`src/psd_pkg.sv`:
```
// shared constants, field layouts and types for the synthesizer core
package psd_pkg;
    // serial frame layout: last bit shifted is the divider select bit
    localparam int SR_W = 19;
    localparam int A_W = 7;
    localparam int N_W = 11;
    localparam int R_W = 12;
    localparam int SEL_BIT = 0;
    localparam int A_LSB = 1;
    localparam int N_LSB = 8;
    localparam int R_LSB = 1;
    localparam logic SEL_VCO = 1'b0;
    localparam logic SEL_REF = 1'b1;

    // ratios after reset, before software loads real values
    localparam logic [N_W-1:0] RST_MAIN = 11'h005;
    localparam logic [A_W-1:0] RST_SWALLOW = 7'h00;
    localparam logic [R_W-1:0] RST_REF = 12'h005;
    localparam logic [N_W-1:0] MAIN_LAST = 11'h001;
    localparam logic [A_W-1:0] SWALLOW_ONE = 7'h01;
    localparam logic [A_W-1:0] SWALLOW_NONE = 7'h00;
    localparam logic [R_W-1:0] REF_ONE = 12'h001;
    localparam logic [R_W-1:0] REF_ZERO = 12'h000;

    // lock detector: zero-error comparisons needed before lock
    localparam logic [2:0] LOCK_COUNT = 3'h4;
    localparam logic [2:0] ZERO_ONE = 3'h1;

    // prescaler modulus levels
    localparam logic MOD_SMALL = 1'b1;
    localparam logic MOD_LARGE = 1'b0;

    // register bus map
    localparam int ADDR_W = 8;
    localparam logic [ADDR_W-1:0] OFF_CTRL = 8'h00;
    localparam logic [ADDR_W-1:0] OFF_STATUS = 8'h04;
    localparam logic [ADDR_W-1:0] OFF_VCO_RATIO = 8'h08;
    localparam logic [ADDR_W-1:0] OFF_REF_RATIO = 8'h0c;
    localparam int CTRL_STANDBY_BIT = 0;
    localparam logic RST_CTRL_STANDBY = 1'b0;
    localparam logic [1:0] RESP_OKAY = 2'b00;
    localparam logic [1:0] RESP_SLVERR = 2'b10;

    // number of pin inputs passed through synchronisers
    localparam int PIN_N = 8;

    typedef struct packed {
        logic [N_W-1:0] main;
        logic [A_W-1:0] swallow;
    } psd_vco_ratio_t;

    typedef struct packed {
        logic serial_clk;
        logic serial_data;
        logic latch_strobe;
        logic vco_fb;
        logic ref_osc;
        logic power_save;
        logic polarity_select;
        logic test_mode;
    } psd_pins_t;

    typedef struct packed {
        logic lock;
        logic active;
        logic modulus;
        logic cp_busy;
    } psd_status_t;

    // phase detector states, one bit change away from idle
    typedef enum logic [1:0] {
        PD_IDLE = 2'b00,
        PD_REF_LEAD = 2'b01,
        PD_VCO_LEAD = 2'b10
    } psd_pd_state_t;
endpackage

```
`src/psd_core.sv`:
```
// digital core of the serially programmed pll synthesizer with register bus
// Operation
// shift serial data on serial clock rise
// latch strobe high loads shift register contents
// power save high runs, low stands by
// standby: charge pump off, lock forced high
// wake-up aligns divided reference and vco phases
// controller holds standby during power-up
// modulus output changes on vco falling edges
// 7-bit swallow, 11-bit main counter
// large modulus for swallow count, then small
// controller keeps main count above swallow
// 12-bit reference divider, output equals input/ratio
// polarity select sets pump drive sense
// pump pulse lasts exactly the phase difference
// lock after four zero-error comparisons
// lock drops at once on error
// test input selects test mode, defaults off
// divided reference edges clock lock detector
// final bit selects vco or reference frame
// strobe loads only the selected divider
// extra bits: only newest bits count
// monitors carry dividers only in power/test
`timescale 1ns/1ps
module psd_core
    import psd_pkg::*;
(
    // clock and reset
    input wire logic aclk,
    input wire logic aresetn,
    // axi4-lite write channels
    input wire logic [ADDR_W-1:0] s_axi_awaddr,
    input wire logic s_axi_awvalid,
    output logic s_axi_awready,
    input wire logic [31:0] s_axi_wdata,
    input wire logic [3:0] s_axi_wstrb,
    input wire logic s_axi_wvalid,
    output logic s_axi_wready,
    output logic [1:0] s_axi_bresp,
    output logic s_axi_bvalid,
    input wire logic s_axi_bready,
    // axi4-lite read channels
    input wire logic [ADDR_W-1:0] s_axi_araddr,
    input wire logic s_axi_arvalid,
    output logic s_axi_arready,
    output logic [31:0] s_axi_rdata,
    output logic [1:0] s_axi_rresp,
    output logic s_axi_rvalid,
    input wire logic s_axi_rready,
    // serial loader link
    input wire logic serial_clk,
    input wire logic serial_data,
    input wire logic latch_strobe,
    // loop pins
    input wire logic vco_fb,
    input wire logic ref_osc,
    input wire logic power_save,
    input wire logic polarity_select,
    input wire logic test_mode,
    output logic cp_drive,
    output logic cp_drive_oe,
    output logic modulus_ctrl,
    output logic lock_indicator,
    output logic ref_monitor,
    output logic vco_monitor
);

    // word address match, shared by read and write decode
    function automatic logic reg_hit(input logic [ADDR_W-1:0] a, input logic [ADDR_W-1:0] off);
        return a[ADDR_W-1:2] == off[ADDR_W-1:2];
    endfunction

    psd_pins_t pins_raw;
    psd_pins_t pins_s1_q;
    psd_pins_t pins_s2_q;
    psd_pins_t pins_s3_q;
    logic [SR_W-1:0] sr_q;
    psd_vco_ratio_t vco_ratio_q;
    logic [R_W-1:0] ref_ratio_q;
    logic [R_W-1:0] ref_cnt_q;
    logic [N_W-1:0] main_cnt_q;
    logic [A_W-1:0] swallow_cnt_q;
    logic [A_W-1:0] swallow_next;
    logic modulus_q;
    psd_pd_state_t pd_q;
    psd_pd_state_t pd_d;
    logic cp_drive_q;
    logic cp_oe_q;
    logic [2:0] zero_cnt_q;
    logic [2:0] zero_cnt_d;
    logic err_seen_q;
    logic lock_q;
    logic lock_d;
    logic ref_mon_q;
    logic vco_mon_q;
    logic ctrl_standby_q;
    logic aw_hold_q;
    logic w_hold_q;
    logic [ADDR_W-1:0] aw_addr_q;
    logic [31:0] w_data_q;
    logic [3:0] w_strb_q;
    logic bvalid_q;
    logic [1:0] bresp_q;
    logic rvalid_q;
    logic [31:0] rdata_q;
    logic [1:0] rresp_q;
    logic [31:0] rd_data_d;
    logic [1:0] rd_resp_d;
    psd_status_t status;

    // pins gathered so one generate loop synchronises them all
    assign pins_raw = '{serial_clk: serial_clk, serial_data: serial_data, latch_strobe: latch_strobe,
                        vco_fb: vco_fb, ref_osc: ref_osc, power_save: power_save,
                        polarity_select: polarity_select, test_mode: test_mode};

    // two-stage synchronisers; the third stage only feeds edge detection
    for (genvar i = 0; i < PIN_N; i++) begin : g_sync
        always_ff @(posedge aclk) begin
            if (!aresetn) begin
                pins_s1_q[i] <= 1'b0;
                pins_s2_q[i] <= 1'b0;
                pins_s3_q[i] <= 1'b0;
            end else begin
                pins_s1_q[i] <= pins_raw[i];
                pins_s2_q[i] <= pins_s1_q[i];
                pins_s3_q[i] <= pins_s2_q[i];
            end
        end
    end

    // edge events and operating mode
    wire sclk_rise = pins_s2_q.serial_clk & ~pins_s3_q.serial_clk;
    wire vco_fall = ~pins_s2_q.vco_fb & pins_s3_q.vco_fb;
    wire ref_rise = pins_s2_q.ref_osc & ~pins_s3_q.ref_osc;
    // standby while power save is low or software forces it; power-up relies on the pin low
    wire active = pins_s2_q.power_save & ~ctrl_standby_q;
    wire strobe_on = pins_s2_q.latch_strobe;
    wire frame_sel = sr_q[SEL_BIT];

    // serial shift register; older bits fall off the top so the newest win
    always_ff @(posedge aclk) begin
        if (!aresetn) begin
            sr_q <= '0;
        end else if (sclk_rise) begin
            sr_q <= {sr_q[SR_W-2:0], pins_s2_q.serial_data};
        end
    end

    // ratio latches are transparent while the strobe is high, only the selected one
    always_ff @(posedge aclk) begin
        if (!aresetn) begin
            vco_ratio_q <= '{main: RST_MAIN, swallow: RST_SWALLOW};
            ref_ratio_q <= RST_REF;
        end else if (strobe_on) begin
            if (frame_sel == SEL_VCO) begin
                vco_ratio_q <= psd_vco_ratio_t'(sr_q[SR_W-1:A_LSB]);
            end else begin
                ref_ratio_q <= sr_q[R_LSB+R_W-1:R_LSB];
            end
        end
    end

    // reference divider; held at zero in standby so both dividers restart together
    wire ref_ev = active & ref_rise & (ref_cnt_q == ref_ratio_q - REF_ONE);
    always_ff @(posedge aclk) begin
        if (!aresetn || !active) begin
            ref_cnt_q <= REF_ZERO;
        end else if (ref_ev) begin
            ref_cnt_q <= REF_ZERO;
        end else if (ref_rise) begin
            ref_cnt_q <= ref_cnt_q + REF_ONE;
        end
    end

    // pulse swallow divider: large modulus while swallow count remains
    wire vco_ev = active & vco_fall & (main_cnt_q == MAIN_LAST);
    assign swallow_next = vco_ev ? vco_ratio_q.swallow :
                          (swallow_cnt_q == SWALLOW_NONE) ? SWALLOW_NONE : swallow_cnt_q - SWALLOW_ONE;
    always_ff @(posedge aclk) begin
        if (!aresetn || !active) begin
            main_cnt_q <= vco_ratio_q.main;
            swallow_cnt_q <= vco_ratio_q.swallow;
            modulus_q <= (vco_ratio_q.swallow == SWALLOW_NONE) ? MOD_SMALL : MOD_LARGE;
        end else if (vco_fall) begin
            main_cnt_q <= vco_ev ? vco_ratio_q.main : main_cnt_q - MAIN_LAST;
            swallow_cnt_q <= swallow_next;
            modulus_q <= (swallow_next == SWALLOW_NONE) ? MOD_SMALL : MOD_LARGE;
        end
    end

    // phase-frequency detector; simultaneous edges mean zero error.
    // main count not above swallow count is the controller's fault and is not trapped here
    always_comb begin
        pd_d = pd_q;
        if (!active) begin
            pd_d = PD_IDLE;
        end else begin
            case (pd_q)
                PD_IDLE: begin
                    if (ref_ev && !vco_ev) begin
                        pd_d = PD_REF_LEAD;
                    end else if (vco_ev && !ref_ev) begin
                        pd_d = PD_VCO_LEAD;
                    end
                end
                PD_REF_LEAD: begin
                    if (vco_ev) begin
                        pd_d = PD_IDLE;
                    end
                end
                PD_VCO_LEAD: begin
                    if (ref_ev) begin
                        pd_d = PD_IDLE;
                    end
                end
                default: pd_d = PD_IDLE;
            endcase
        end
    end

    // lock detector counts on divided reference edges; drops without waiting
    wire zero_err = ~err_seen_q & (pd_q == PD_IDLE) & (pd_d == PD_IDLE);
    assign zero_cnt_d = !ref_ev ? zero_cnt_q :
                        !zero_err ? 3'(0) :
                        (zero_cnt_q == LOCK_COUNT) ? LOCK_COUNT : zero_cnt_q + ZERO_ONE;
    assign lock_d = !active ? 1'b1 :
                    (pd_d != PD_IDLE) ? 1'b0 :
                    (zero_cnt_d == LOCK_COUNT);

    // detector state, pump drive and lock flags
    always_ff @(posedge aclk) begin
        if (!aresetn) begin
            pd_q <= PD_IDLE;
            cp_drive_q <= 1'b0;
            cp_oe_q <= 1'b0;
            zero_cnt_q <= 3'(0);
            err_seen_q <= 1'b0;
            lock_q <= 1'b1;
        end else begin
            pd_q <= pd_d;
            cp_oe_q <= (pd_d != PD_IDLE);
            cp_drive_q <= (pd_d == PD_REF_LEAD) ? pins_s2_q.polarity_select : ~pins_s2_q.polarity_select;
            zero_cnt_q <= zero_cnt_d;
            err_seen_q <= ref_ev ? 1'b0 : (err_seen_q | (pd_q != PD_IDLE));
            lock_q <= lock_d;
        end
    end

    // monitor outputs; the test pad's pull-down keeps this off when floating
    wire monitor_on = pins_s2_q.power_save & pins_s2_q.test_mode;
    always_ff @(posedge aclk) begin
        if (!aresetn) begin
            ref_mon_q <= 1'b0;
            vco_mon_q <= 1'b0;
        end else begin
            ref_mon_q <= monitor_on & ref_ev;
            vco_mon_q <= monitor_on & vco_ev;
        end
    end

    // pin outputs
    assign cp_drive = cp_drive_q;
    assign cp_drive_oe = cp_oe_q;
    assign modulus_ctrl = modulus_q;
    assign lock_indicator = lock_q;
    assign ref_monitor = ref_mon_q;
    assign vco_monitor = vco_mon_q;
    assign status = '{lock: lock_q, active: active, modulus: modulus_q, cp_busy: cp_oe_q};

    // write channel: address and data captured in either order, response after both
    assign s_axi_awready = ~aw_hold_q & ~bvalid_q;
    assign s_axi_wready = ~w_hold_q & ~bvalid_q;
    wire wr_go = aw_hold_q & w_hold_q & ~bvalid_q;
    wire wr_ctrl = reg_hit(aw_addr_q, OFF_CTRL);
    wire wr_known = wr_ctrl | reg_hit(aw_addr_q, OFF_STATUS) | reg_hit(aw_addr_q, OFF_VCO_RATIO)
                    | reg_hit(aw_addr_q, OFF_REF_RATIO);
    always_ff @(posedge aclk) begin
        if (!aresetn) begin
            aw_hold_q <= 1'b0;
            w_hold_q <= 1'b0;
            aw_addr_q <= '0;
            w_data_q <= '0;
            w_strb_q <= '0;
            bvalid_q <= 1'b0;
            bresp_q <= RESP_OKAY;
            ctrl_standby_q <= RST_CTRL_STANDBY;
        end else begin
            if (s_axi_awvalid && s_axi_awready) begin
                aw_hold_q <= 1'b1;
                aw_addr_q <= s_axi_awaddr;
            end
            if (s_axi_wvalid && s_axi_wready) begin
                w_hold_q <= 1'b1;
                w_data_q <= s_axi_wdata;
                w_strb_q <= s_axi_wstrb;
            end
            if (wr_go) begin
                aw_hold_q <= 1'b0;
                w_hold_q <= 1'b0;
                bvalid_q <= 1'b1;
                bresp_q <= wr_known ? RESP_OKAY : RESP_SLVERR;
                if (wr_ctrl && w_strb_q[0]) begin
                    ctrl_standby_q <= w_data_q[CTRL_STANDBY_BIT];
                end
            end else if (bvalid_q && s_axi_bready) begin
                bvalid_q <= 1'b0;
            end
        end
    end
    assign s_axi_bvalid = bvalid_q;
    assign s_axi_bresp = bresp_q;

    // read decode; ratio and status registers are read-only
    always_comb begin
        rd_data_d = '0;
        rd_resp_d = RESP_OKAY;
        if (reg_hit(s_axi_araddr, OFF_CTRL)) begin
            rd_data_d[CTRL_STANDBY_BIT] = ctrl_standby_q;
        end else if (reg_hit(s_axi_araddr, OFF_STATUS)) begin
            rd_data_d = 32'(status);
        end else if (reg_hit(s_axi_araddr, OFF_VCO_RATIO)) begin
            rd_data_d = 32'(vco_ratio_q);
        end else if (reg_hit(s_axi_araddr, OFF_REF_RATIO)) begin
            rd_data_d = 32'(ref_ratio_q);
        end else begin
            rd_resp_d = RESP_SLVERR;
        end
    end

    // read channel: one read outstanding, answer one cycle after the address
    assign s_axi_arready = ~rvalid_q;
    always_ff @(posedge aclk) begin
        if (!aresetn) begin
            rvalid_q <= 1'b0;
            rdata_q <= '0;
            rresp_q <= RESP_OKAY;
        end else if (s_axi_arvalid && s_axi_arready) begin
            rvalid_q <= 1'b1;
            rdata_q <= rd_data_d;
            rresp_q <= rd_resp_d;
        end else if (rvalid_q && s_axi_rready) begin
            rvalid_q <= 1'b0;
        end
    end
    assign s_axi_rvalid = rvalid_q;
    assign s_axi_rdata = rdata_q;
    assign s_axi_rresp = rresp_q;
endmodule // psd_core

```
`config.mk`:
```
export PLATFORM = sky130hd
export DESIGN_NAME = psd_core
export DESIGN_NICKNAME = d
export VERILOG_FILES = /design/src/psd_pkg.sv /design/src/psd_core.sv
export SDC_FILE = /design/constraint.sdc
export NUM_CORES = 1
export LEC_CHECK = 0
export ABC_AREA = 1
export BUFFER_PORTS_ARGS = -buffer_cell sky130_fd_sc_hd__buf_4
export CAP_MARGIN = 30
export CORE_ASPECT_RATIO = 1.1
export CORE_UTILIZATION = 51
export DETAILED_ROUTE_END_ITERATION = 10
export GPL_ROUTABILITY_DRIVEN = 0
export PLACE_DENSITY = 0.79
export SYNTH_ARGS = -nofsm -noshare
export SYNTH_HDL_FRONTEND = slang
export SYNTH_SLANG_ARGS = --single-unit
```
`constraint.sdc`:
```
create_clock -name aclk -period 1.85 [get_ports aclk]
set_clock_uncertainty 0.05 [all_clocks]
set_input_delay 0.0925 -clock aclk [delete_from_list [all_inputs] [get_ports aclk]]
set_output_delay 0.0925 -clock aclk [all_outputs]
set_load 0.01 [all_outputs]
```
==> impl_metrics.tcl, run 1 <==
set metrics [dict create \
    status "complete, but fails checks" \
    violations "negative setup slack" \
    syn_inst 862 \
    cts_buffer_depth 2 \
    rsz0062_at_grt "true" \
    io_pins 114 \
    filler_cell_count 870 \
    fp.dieW_um 110 \
    wirelength_met1_um 7260 \
    die-area_sq_um 13200 \
    slew_violations 0 \
    finalCriticalPeriod_ns 2.20 \
    dr.first_iter.drc_count 534 \
    portBuffers 59 \
    cts.sinks 143 \
    comb_power_share 0.119 \
    syn_to_final_growth_pct 34.4 \
    crit_arrival_ns 2.45 \
    die_h_um 121 \
    clockRootBuffer "clkbuf_16" \
    holdCritPathClass "input port to flop" \
    cp_slowest_stage_delay_ns 0.33 \
    multi_input_area_sq_um 3120 \
    post-place-ws_ns -0.222 \
    synth_sequential_area_ratio 0.469 \
    drive_gt1_frac 0.252 \
    clk_latency_ns 0.43 \
    drc_errors 0 \
    nets 1086 \
    ys.flop_type "dfxtp_1" \
    cp.required_ns 2.11 \
    p_clk_frac 0.446 \
    swShare 0.249 \
    start_util 0.532 \
    leakage_nw 3.91 \
    ys_warn_count 0 \
    endpoint_kind "flop" \
    power.density_nw_per_um2 886 \
    fp-row-count 42 \
    max_freq_ghz 0.455 \
    stdcell_area_sq_um 8750 \
    grt_remaining_overflow 0 \
    grt_max_degree 84 \
    synth.area.mux_share 0 \
    synth_top_family_by_area "simple AND/OR/NAND/NOR gates" \
    synth-xor-area-share 0.0282 \
    crit_type "flop to flop" \
    cts_buffers 17 \
    maxCapViolCount 0 \
    synth_cell_types 45 \
    worst_slack_ns -0.346 \
    critPathTopFamily "simple AND/OR/NAND/NOR gates" \
    fin_tns_setup_ns -7.15 \
    htree_levels 4 \
    ys_ff_latch 143 \
    synthAdderAreaFrac 0.0135 \
    via_per_inst 5.24 \
    vias 6173 \
    synth-compound-area-share 0.135 \
    worst-path-buf-inv 3 \
    antenna_found_initial 0 \
    synthTopCellsByArea "dfxtp_1 (38%), edfxtp_1 (8.8%), nand2_1 (8.4%)" \
    timing.final.crit_share 1.19 \
    critPathMaxFanout 7 \
    worst_pin_slew_ns 0.600 \
    cts.clk_slew.worst_paths_ns 0.06 \
    place_hpwl_um 11300 \
    critPathSlowestCell "dfxtp_2" \
    syn_area_per_cell_sq_um 7.55 \
    wl_um 17500 \
    crit_chain "inv_2 > ha_4 > inv_2 > nand2_1 > nand2_1 > nand3b_1 > nor2_2 > nand3_2 > nor2_4 > nand3_4 > nand2_4 > nand2_8 > buf_4 > xnor2_2 > nor2_1" \
    grtUsageTotal 0.263 \
    pwr-share-seq 0.435 \
    synth_top_cell_area_share 0.381 \
    cts_tree "done" \
    dr.max_layer_used "met4" \
    grt_pass1_wl_um 26500 \
    cp-start-kind "flop" \
    synth-simple-area-share 0.252 \
    layout.area.seq_sq_um 3060 \
    async_flop_share 0 \
    slew_headroom 0.599 \
    core_area_sq_um 12200 \
    dpl-instance-area_sq_um 7530 \
    grt_pass1_vias 5699 \
    vdd_drop_max_v 0.000808 \
    route.met2.wl_um 8780 \
    antenna_cells 0 \
    hold_viol 0 \
    dr.pass1.iters 5 \
    detail-route-antenna-nets 0 \
    synth_area_leader_cell "dfxtp_1" \
    wl_met3_um 732 \
    setup_violations 39 \
    routedWlPerCell_um 14.9 \
    synth_edf_count 19 \
    internal_power_mw 5.82 \
    power.net_switching_mw 1.93 \
    synth_area_sq_um 6510 \
]
per-stage QoR:
stage / util / std cells / power [mW] / hold slack [ns]
3_3_place_gp: 0.615 / 1114 / 4.14 / 0.227
4_1_cts: 0.686 / 1170 / 7.63 / 0.0100
2_1_floorplan: - / 877 / 3.86 / 0.140
5_1_grt: 0.715 / 1179 / 8.00 / 0.0387
3_5_place_dp: 0.615 / 1114 / 4.16 / 0.227
6_report: 0.715 / 1179 / 7.75 / 0.0174
sequential cells by signal, summed over array words and instances (netlist names), 2 cells and up:
name           cells
aw_addr_q          6
main_cnt_q        11
pd_q               2
pins_s1_q          8
pins_s2_q          7
pins_s3_q          3
ref_cnt_q         12
ref_ratio_q       12
s_axi_rdata       18
sr_q              19
swallow_cnt_q      7
vco_ratio_q       18
zero_cnt_q         3
synthesized netlist by cell type (3+ instances only):
cell	number
o211ai_1	4
a31oi_1	4
xor2_1	15
a21oi_1	56
nand2_2	7
buf_2	4
clkinv_1	4
clkbuf_1	21
or2_2	5
ha_1	7
nor2_4	3
nand3b_1	5
inv_1	110
dfxtp_1	124
nand3_2	3
edfxtp_1	19
o21ai_0	74
buf_1	3
nand2_1	146
nor2_1	128
nand4_1	11
xnor2_1	6
nor3_1	11
buf_4	16
o22ai_1	15
nand3_1	32
nor2_2	5
worst reg2reg max path, delay by kind of cell, from the launching register on:
family                   cells  cell delay [ns]
XOR/XNOR                     1             0.13
flip-flops                   1             0.33
buffers and inverters        3             0.22
AND/OR/NAND/NOR             10             1.08
adder cells (fa/ha/maj)      1             0.26
placed cells by master, fill, tap and decap left out, drive strengths merged, types with 11 or more instances in the layout:
| master | instances |
|---|---|
| nand4 | 11 |
| nand3 | 36 |
| xor2 | 15 |
| nand2 | 154 |
| edfxtp | 19 |
| a21oi | 57 |
| dlygate4sd3 | 19 |
| o21ai | 76 |
| conb | 16 |
| o22ai | 15 |
| nor2 | 136 |
| buf | 140 |
| inv | 115 |
| nor3 | 11 |
| clkbuf | 22 |
| dfxtp | 124 |
cell type report:
cell class                 instances  area share
clock buffer                      21      0.0539
sequential                       143       0.349
timing repair buffer             160       0.153
clock inverter                    11      0.0147
multi-input combinational        574       0.357
inverter                         116      0.0501
tap                              154      0.0220
power by group through the flow:
stage	sequential (mW)	combinational, mW	clock [mW]
finish	3.37	0.923	3.46
global route	3.38	1.01	3.61
CTS	3.36	0.785	3.48
detailed placement	3.43	0.729	0
global placement	3.42	0.716	0
floorplan	3.41	0.449	0
final timing paths:
kind,from,endpoint,slack (ns),cells after the start
max reg2reg,ref_ratio_q[1]$_SDFFE_PN0P_,cp_drive$_SDFF_PN0_,-0.35,15
max,ref_ratio_q[1]$_SDFFE_PN0P_,cp_drive$_SDFF_PN0_,-0.35,15
min reg2reg,pins_s1_q[3]$_SDFF_PN0_,pins_s2_q[3]$_SDFF_PN0_,0.36,2
min,s_axi_araddr[2],s_axi_rdata[0]$_SDFFE_PN0P_,0.02,4
metal layers:
layer  vias up  track usage
li1       3057            -
met3        56       0.0604
met5         -            0
met2       198        0.450
met1      2862        0.307
met4         0        0.125
cell families after synthesis:
kind of cell | after synthesis
xor gates and xnor gates | 21
DFF | 143
adders and majority gates | 7
AOI/OAI and AO/OA | 162
buffers and inverters | 160
and+or+nand+nor | 368
other | 1
repair_timing:
| action | 4_1_cts | 5_1_grt |
|---|---|---|
| endpoints found under the hold margin | 19 | 0 |
| gates resized for setup | 14 | 77 |
| pin swaps | 9 | 12 |
| setup buffers | 5 | 7 |
| endpoints found under the setup margin | 37 | 41 |
| hold buffers | 19 | 0 |
| gates cloned | 0 | 2 |
Power figures use the tool's default switching activity.
==> inputs of run 2 (changes only) <==
--- a/config.mk
+++ b/config.mk
@@ -5,14 +5,14 @@
 export SDC_FILE = /design/constraint.sdc
 export NUM_CORES = 1
 export LEC_CHECK = 0
-export ABC_AREA = 1
 export BUFFER_PORTS_ARGS = -buffer_cell sky130_fd_sc_hd__buf_4
 export CAP_MARGIN = 30
 export CORE_ASPECT_RATIO = 1.1
-export CORE_UTILIZATION = 51
+export CORE_UTILIZATION = 50
+export CTS_CLUSTER_DIAMETER = 80
 export DETAILED_ROUTE_END_ITERATION = 10
 export GPL_ROUTABILITY_DRIVEN = 0
-export PLACE_DENSITY = 0.79
+export PLACE_DENSITY = 0.77
 export SYNTH_ARGS = -nofsm -noshare
 export SYNTH_HDL_FRONTEND = slang
 export SYNTH_SLANG_ARGS = --single-unit
==> impl_metrics.tcl, run 2 <==
set metrics [dict create \
    status "complete, but fails checks" \
    violations "negative setup slack" \
    via_per_inst 5.39 \
    synth_area_leader_cell "dfxtp_1" \
    antenna_cells 0 \
    whs_path_depth 4 \
    max_freq_ghz 0.412 \
    cts.clk_slew.worst_paths_ns 0.06 \
    rsz0062_at_grt "true" \
    syn_inst 712 \
    routedWlPerCell_um 15.8 \
    synthTopCellsByArea "dfxtp_1 (38%), edfxtp_1 (8.8%), nand2_1 (7.4%)" \
    worst_slack_ns -0.578 \
    filler_cell_count 870 \
    final_cell_mix "buf_4 (140), nand2_1 (126), dfxtp_1 (121)" \
    drc_errors 0 \
    total_power_mw 6.95 \
    antenna_found_initial 0 \
    wl_um 16300 \
    detail-route-antenna-nets 0 \
    yosysMostFrequentCell "nand2_1" \
    hold_ws_ns 0.0648 \
    clk_latency_ns 0.42 \
    critPathMaxFanout 4 \
    endpoint_kind "flop" \
    busiest_layer "met2" \
    die_h_um 121 \
    core_area_sq_um 12600 \
    maxCapViolCount 0 \
    synth_cell_types 60 \
    hold_viol 0 \
    post-place-ws_ns -0.692 \
    holdPathEnd "s_axi_rdata[2]$_SDFFE_PN0P_" \
    cp-start-kind "flop" \
    cpMostUsedCell "or4_4" \
    cts_tree "done" \
    drive_gt1_frac 0.292 \
    syn_to_final_growth_pct 35.0 \
    cp_slowest_stage_delay_ns 0.53 \
    leakage_nw 3.42 \
    grt_max_degree 109 \
    dr.first_iter.drc_count 325 \
    dr.pass1.iters 5 \
    start_util 0.512 \
    die-area_sq_um 13400 \
    async_flop_share 0 \
    critPathSlowestCell "or4_4" \
    crit_chain "or4_4 > or4_4 > a32o_1 > a21o_1 > nand4_1 > buf_4 > nor3_1 > o21a_1" \
    use_met3 0.0564 \
    place_hpwl_um 10500 \
    slew_headroom 0.508 \
    crit_type "flop to flop" \
    fp-row-count 43 \
    grt_pass1_wl_um 25400 \
    synth_top_cell_area_share 0.385 \
    slew_violations 0 \
    dpl-instance-area_sq_um 7570 \
    synth_sequential_area_ratio 0.473 \
    final_common_cell "buf_4" \
    clockRootBuffer "clkbuf_16" \
    timing.final.crit_share 1.31 \
    synth_area_sq_um 6450 \
    ys_ff_latch 143 \
    synth_edf_count 19 \
    grt_pass1_vias 5438 \
    yosys-top-cells-count "nand2_1 (128), dfxtp_1 (124), nor2_1 (47)" \
    fp.dieW_um 110 \
    worst_pin_slew_ns 0.738 \
    nets 939 \
    grtUsageTotal 0.250 \
    met2_usage 0.434 \
    grt_remaining_overflow 0 \
    syn_area_per_cell_sq_um 9.06 \
    stdcell_area_sq_um 8710 \
    reg2reg_slack_ns -0.58 \
    grtUsageMet1 0.287 \
    hold_path.startpoint "s_axi_araddr[3]" \
    cp.required_ns 2.11 \
    vias 5573 \
    rr_startpoint "ref_ratio_q[5]$_SDFFE_PN0P_" \
    cts_buffer_depth 2 \
    ys.flop_type "dfxtp_1" \
    rr_worst_depth 8 \
    power.density_nw_per_um2 798 \
    timing.rr.end "zero_cnt_q[1]$_SDFF_PN0_" \
    vdd_drop_max_v 0.000544 \
    portBuffers 59 \
    finalCriticalPeriod_ns 2.43 \
    fin_tns_setup_ns -19.59 \
    cts_buffers 17 \
    largest-register "sr_q" \
    crit_arrival_ns 2.69 \
    largest_reg_flops 19 \
    cts.sinks 143 \
    setup_violations 41 \
    io_pins 114 \
    ys_warn_count 0 \
    htree_levels 4 \
    holdCritPathClass "input port to flop" \
]
## run 2: changes by cell type after synthesis, moves of 17 or more
cell | before | now
a21boi_0 | 0 | 45
a21oi_1 | 56 | 14
a22oi_1 | 0 | 18
and2_1 | 2 | 25
inv_1 | 110 | 15
nand2_1 | 146 | 128
nand3_1 | 32 | 15
nor2_1 | 128 | 47
nor2b_1 | 0 | 40
o21ai_0 | 74 | 9
## run 2: per-layer routing
| metal | wire (um) | vias to the layer above |
|---|---|---|
| li1 | - | 2699 |
| met5 | 0 | - |
| met3 | 790 | 43 |
| met1 | 6670 | 2647 |
| met2 | 8350 | 184 |
| met4 | 527 | 0 |
## run 2: logic make-up (layout without fill, tap and decap cells)
logic type	Yosys count	after routing	synth area share
and+or+nand+nor	311	311	0.235
buffers and inverters	70	218	0.0528
adders and majority gates	7	7	0.0136
DFF	143	143	0.473
xor gates and xnor gates	35	35	0.0475
muxes	25	25	0.0429
AOI/OAI and AO/OA	120	121	0.135
other	1	16	0.000581
## run 2: worst max-delay path, delay by kind of cell (launching register included)
| family | cells | cell delay (ns) |
|---|---|---|
| AO/OA/AOI/OAI | 3 | 0.61 |
| buffers and inverters | 1 | 0.16 |
| flip-flops | 1 | 0.31 |
| AND/OR/NAND/NOR | 4 | 1.19 |
## run 2: how the worst max path moves through the flow
stage                                  to                         from  cells past startpoint  slack [ns]
2_1_floorplan         cp_drive$_SDFF_PN0_  ref_ratio_q[6]$_SDFFE_PN0P_                      9       -0.65
3_3_place_gp          cp_drive$_SDFF_PN0_  ref_ratio_q[5]$_SDFFE_PN0P_                      7       -0.58
3_5_place_dp     zero_cnt_q[1]$_SDFF_PN0_  ref_ratio_q[0]$_SDFFE_PN1P_                      9       -0.69
4_1_cts            cp_drive_oe$_SDFF_PN0_  ref_ratio_q[5]$_SDFFE_PN0P_                      8       -0.55
5_1_grt        ref_cnt_q[10]$_SDFFE_PP0P_  ref_ratio_q[5]$_SDFFE_PN0P_                      9       -0.67
6_report         zero_cnt_q[1]$_SDFF_PN0_  ref_ratio_q[5]$_SDFFE_PN0P_                      8       -0.58
## run 2: report_power, final
part           total (mW)  leakage, nW  switching [mW]  internal [mW]
clock                3.11        0.275            1.19           1.92
combinational       0.585         1.92           0.288          0.297
sequential           3.25         1.22          0.0406           3.21
## run 2: what timing repair did
item / in CTS / in global routing
hold buffers: 19 / 0
cloned: 3 / 0
gates resized for setup: 34 / 26
pin swaps: 17 / 13
hold endpoints to repair: 18 / 0
setup endpoints to repair: 42 / 42
setup buffers: 9 / 7
## run 2: cell type report
class | instances | area (sq um) | share of cell area
multi-input combinational | 515 | 3380 | 0.388
sequential | 143 | 3060 | 0.351
timing repair buffer | 173 | 1480 | 0.170
clock buffer | 22 | 474 | 0.0545
tap | 157 | 196 | 0.0226
clock inverter | 8 | 65.1 | 0.00747
inverter | 15 | 56.3 | 0.00647
## run 2: metrics by stage
stage | cells | util
2_1_floorplan | 727 | -
3_3_place_gp | 967 | 0.601
3_5_place_dp | 967 | 0.601
4_1_cts | 1028 | 0.680
5_1_grt | 1033 | 0.692
6_report | 1033 | 0.692
==> inputs of run 3 (changes only) <==
--- a/config.mk
+++ b/config.mk
@@ -8,11 +8,11 @@
 export BUFFER_PORTS_ARGS = -buffer_cell sky130_fd_sc_hd__buf_4
 export CAP_MARGIN = 30
 export CORE_ASPECT_RATIO = 1.1
-export CORE_UTILIZATION = 50
+export CORE_UTILIZATION = 45
 export CTS_CLUSTER_DIAMETER = 80
 export DETAILED_ROUTE_END_ITERATION = 10
 export GPL_ROUTABILITY_DRIVEN = 0
-export PLACE_DENSITY = 0.77
+export PLACE_DENSITY = 0.71
 export SYNTH_ARGS = -nofsm -noshare
 export SYNTH_HDL_FRONTEND = slang
 export SYNTH_SLANG_ARGS = --single-unit
==> impl_metrics.tcl, run 3 (same netlist as run 2, synthesis figures left out) <==
set metrics [dict create \
    dr.first_iter.drc_count 344 \
    route.met2.wl_um 9000 \
    htree_levels 4 \
    drive_gt1_frac 0.309 \
    worst_slack_ns -0.608 \
    holdCritPathClass "input port to flop" \
    cp-start-kind "flop" \
    routedWlPerCell_um 16.0 \
    via_per_inst 5.25 \
    cts.clk_slew.worst_paths_ns 0.06 \
    leakage_nw 3.46 \
    io_pins 114 \
    finalCriticalPeriod_ns 2.46 \
    grt_pass1_vias 5540 \
    crit_type "flop to flop" \
    cts_tree "done" \
    post-place-ws_ns -0.637 \
    critPathMaxFanout 6 \
    vdd_drop_max_v 0.000686 \
    dr.pass1.iters 5 \
    status "complete, but fails checks" \
    worst_pin_slew_ns 0.988 \
    cts_buffers 17 \
    final_cell_mix "buf_4 (141), nand2_1 (124), dfxtp_1 (121)" \
    dpl-instance-area_sq_um 7630 \
    antenna_found_initial 0 \
    fp.dieW_um 116 \
    wl_met3_um 842 \
    cp_slowest_stage_delay_ns 0.48 \
    slew_headroom 0.342 \
    grt_remaining_overflow 0 \
    detail-route-antenna-nets 0 \
    antenna_cells 0 \
    max_freq_ghz 0.407 \
    grtUsageTotal 0.235 \
    critPathSlowestCell "or4b_4" \
    power.density_nw_per_um2 826 \
    fp-row-count 45 \
    portBuffers 59 \
    whs_path_depth 4 \
    grt_max_degree 108 \
    violations "negative setup slack" \
    crit_chain "inv_1 > ha_4 > or4b_4 > nor3_2 > xnor2_1 > a211oi_2 > buf_4 > and4_4 > buf_6 > nand2_2 > o211ai_1" \
    cts_buffer_depth 2 \
    stdcell_area_sq_um 8930 \
    maxCapViolCount 0 \
    largest_reg_flops 19 \
    rr_worst_depth 11 \
    hold_viol 0 \
    grt_pass1_wl_um 26700 \
    final_common_cell "buf_4" \
    wirelength_met1_um 6800 \
    clk_latency_ns 0.42 \
    hold_ws_ns 0.0728 \
    setup_violations 41 \
    nets 942 \
    timing.final.crit_share 1.33 \
    wl_um 17100 \
    die_h_um 128 \
    cts.sinks 143 \
    start_util 0.464 \
    die-area_sq_um 14800 \
    slew_violations 0 \
    core_area_sq_um 13900 \
    drc_errors 0 \
    largest-register "sr_q" \
    crit_arrival_ns 2.74 \
    endpoint_kind "flop" \
    rsz0062_at_grt "true" \
    total_power_mw 7.38 \
    filler_cell_count 1053 \
    syn_to_final_growth_pct 38.5 \
    cp.required_ns 2.13 \
    dr.max_layer_used "met4" \
    vias 5613 \
    clockRootBuffer "clkbuf_16" \
    place_hpwl_um 10900 \
]
run 3: cell count changes in the layout (fill, tap and decap cells not counted), sizes merged:
cell         change
clkbuf           -1
dlygate4sd3      +1
clkinv           -1
clkinvlp         +3
buf              +2
bufinv           +1
run 3: layer usage:
metal / vias up / track usage
li1: 2713 / -
met1: 2678 / 0.266
met2: 185 / 0.424
met3: 37 / 0.0474
met4: 0 / 0.103
met5: - / 0
run 3: final timing paths:
path,start,to,slack [ns]
setup / recovery,ref_ratio_q[0]$_SDFFE_PN1P_,lock_indicator$_SDFF_PN1_,-0.61
hold reg to reg,pins_s1_q[1]$_SDFF_PN0_,pins_s2_q[1]$_SDFF_PN0_,0.38
hold / removal,s_axi_araddr[3],s_axi_rdata[3]$_SDFFE_PN0P_,0.07
setup reg to reg,ref_ratio_q[0]$_SDFFE_PN1P_,lock_indicator$_SDFF_PN1_,-0.61
run 3: timing repair:
item	CTS	global route
setup buffers	11	2
gates resized for setup	56	24
hold endpoints to repair	19	0
hold buffers	20	0
gates cloned	4	0
endpoints found under the setup margin	42	42
pin swaps	23	10
run 3: area by class of cell:
type,instances,area (sq um),share of cell area
clock buffer,21,503,0.0563
timing repair buffer,176,1500,0.168
inverter,15,56.3,0.00630
sequential,143,3060,0.342
tap,188,235,0.0263
multi-input combinational,515,3450,0.387
clock inverter,11,128,0.0143
run 3: through the flow:
stage / cells / setup TNS, ns / util
3_3_place_gp: 1003 / -15.89 / 0.549
3_5_place_dp: 1003 / -18.33 / 0.549
5_1_grt: 1069 / -21.89 / 0.642
4_1_cts: 1069 / -18.76 / 0.635
2_1_floorplan: 727 / -16.41 / -
6_report: 1069 / -19.04 / 0.642
run 3: worst max-delay path: cells and delay by family, from the launching register on:
kind	cells	cell delay (ns)
AO/OA/AOI/OAI	2	0.37
XOR/XNOR	1	0.12
adder cells (fa/ha/maj)	1	0.15
buffers and inverters	3	0.39
flip-flops	1	0.32
AND/OR/NAND/NOR	4	0.96
run 3: power breakdown:
part	switching (mW)	leakage, nW	internal [mW]	total (mW)
Combinational	0.298	1.94	0.301	0.599
Clock	1.31	0.302	2.22	3.53
Sequential	0.0415	1.22	3.21	3.25
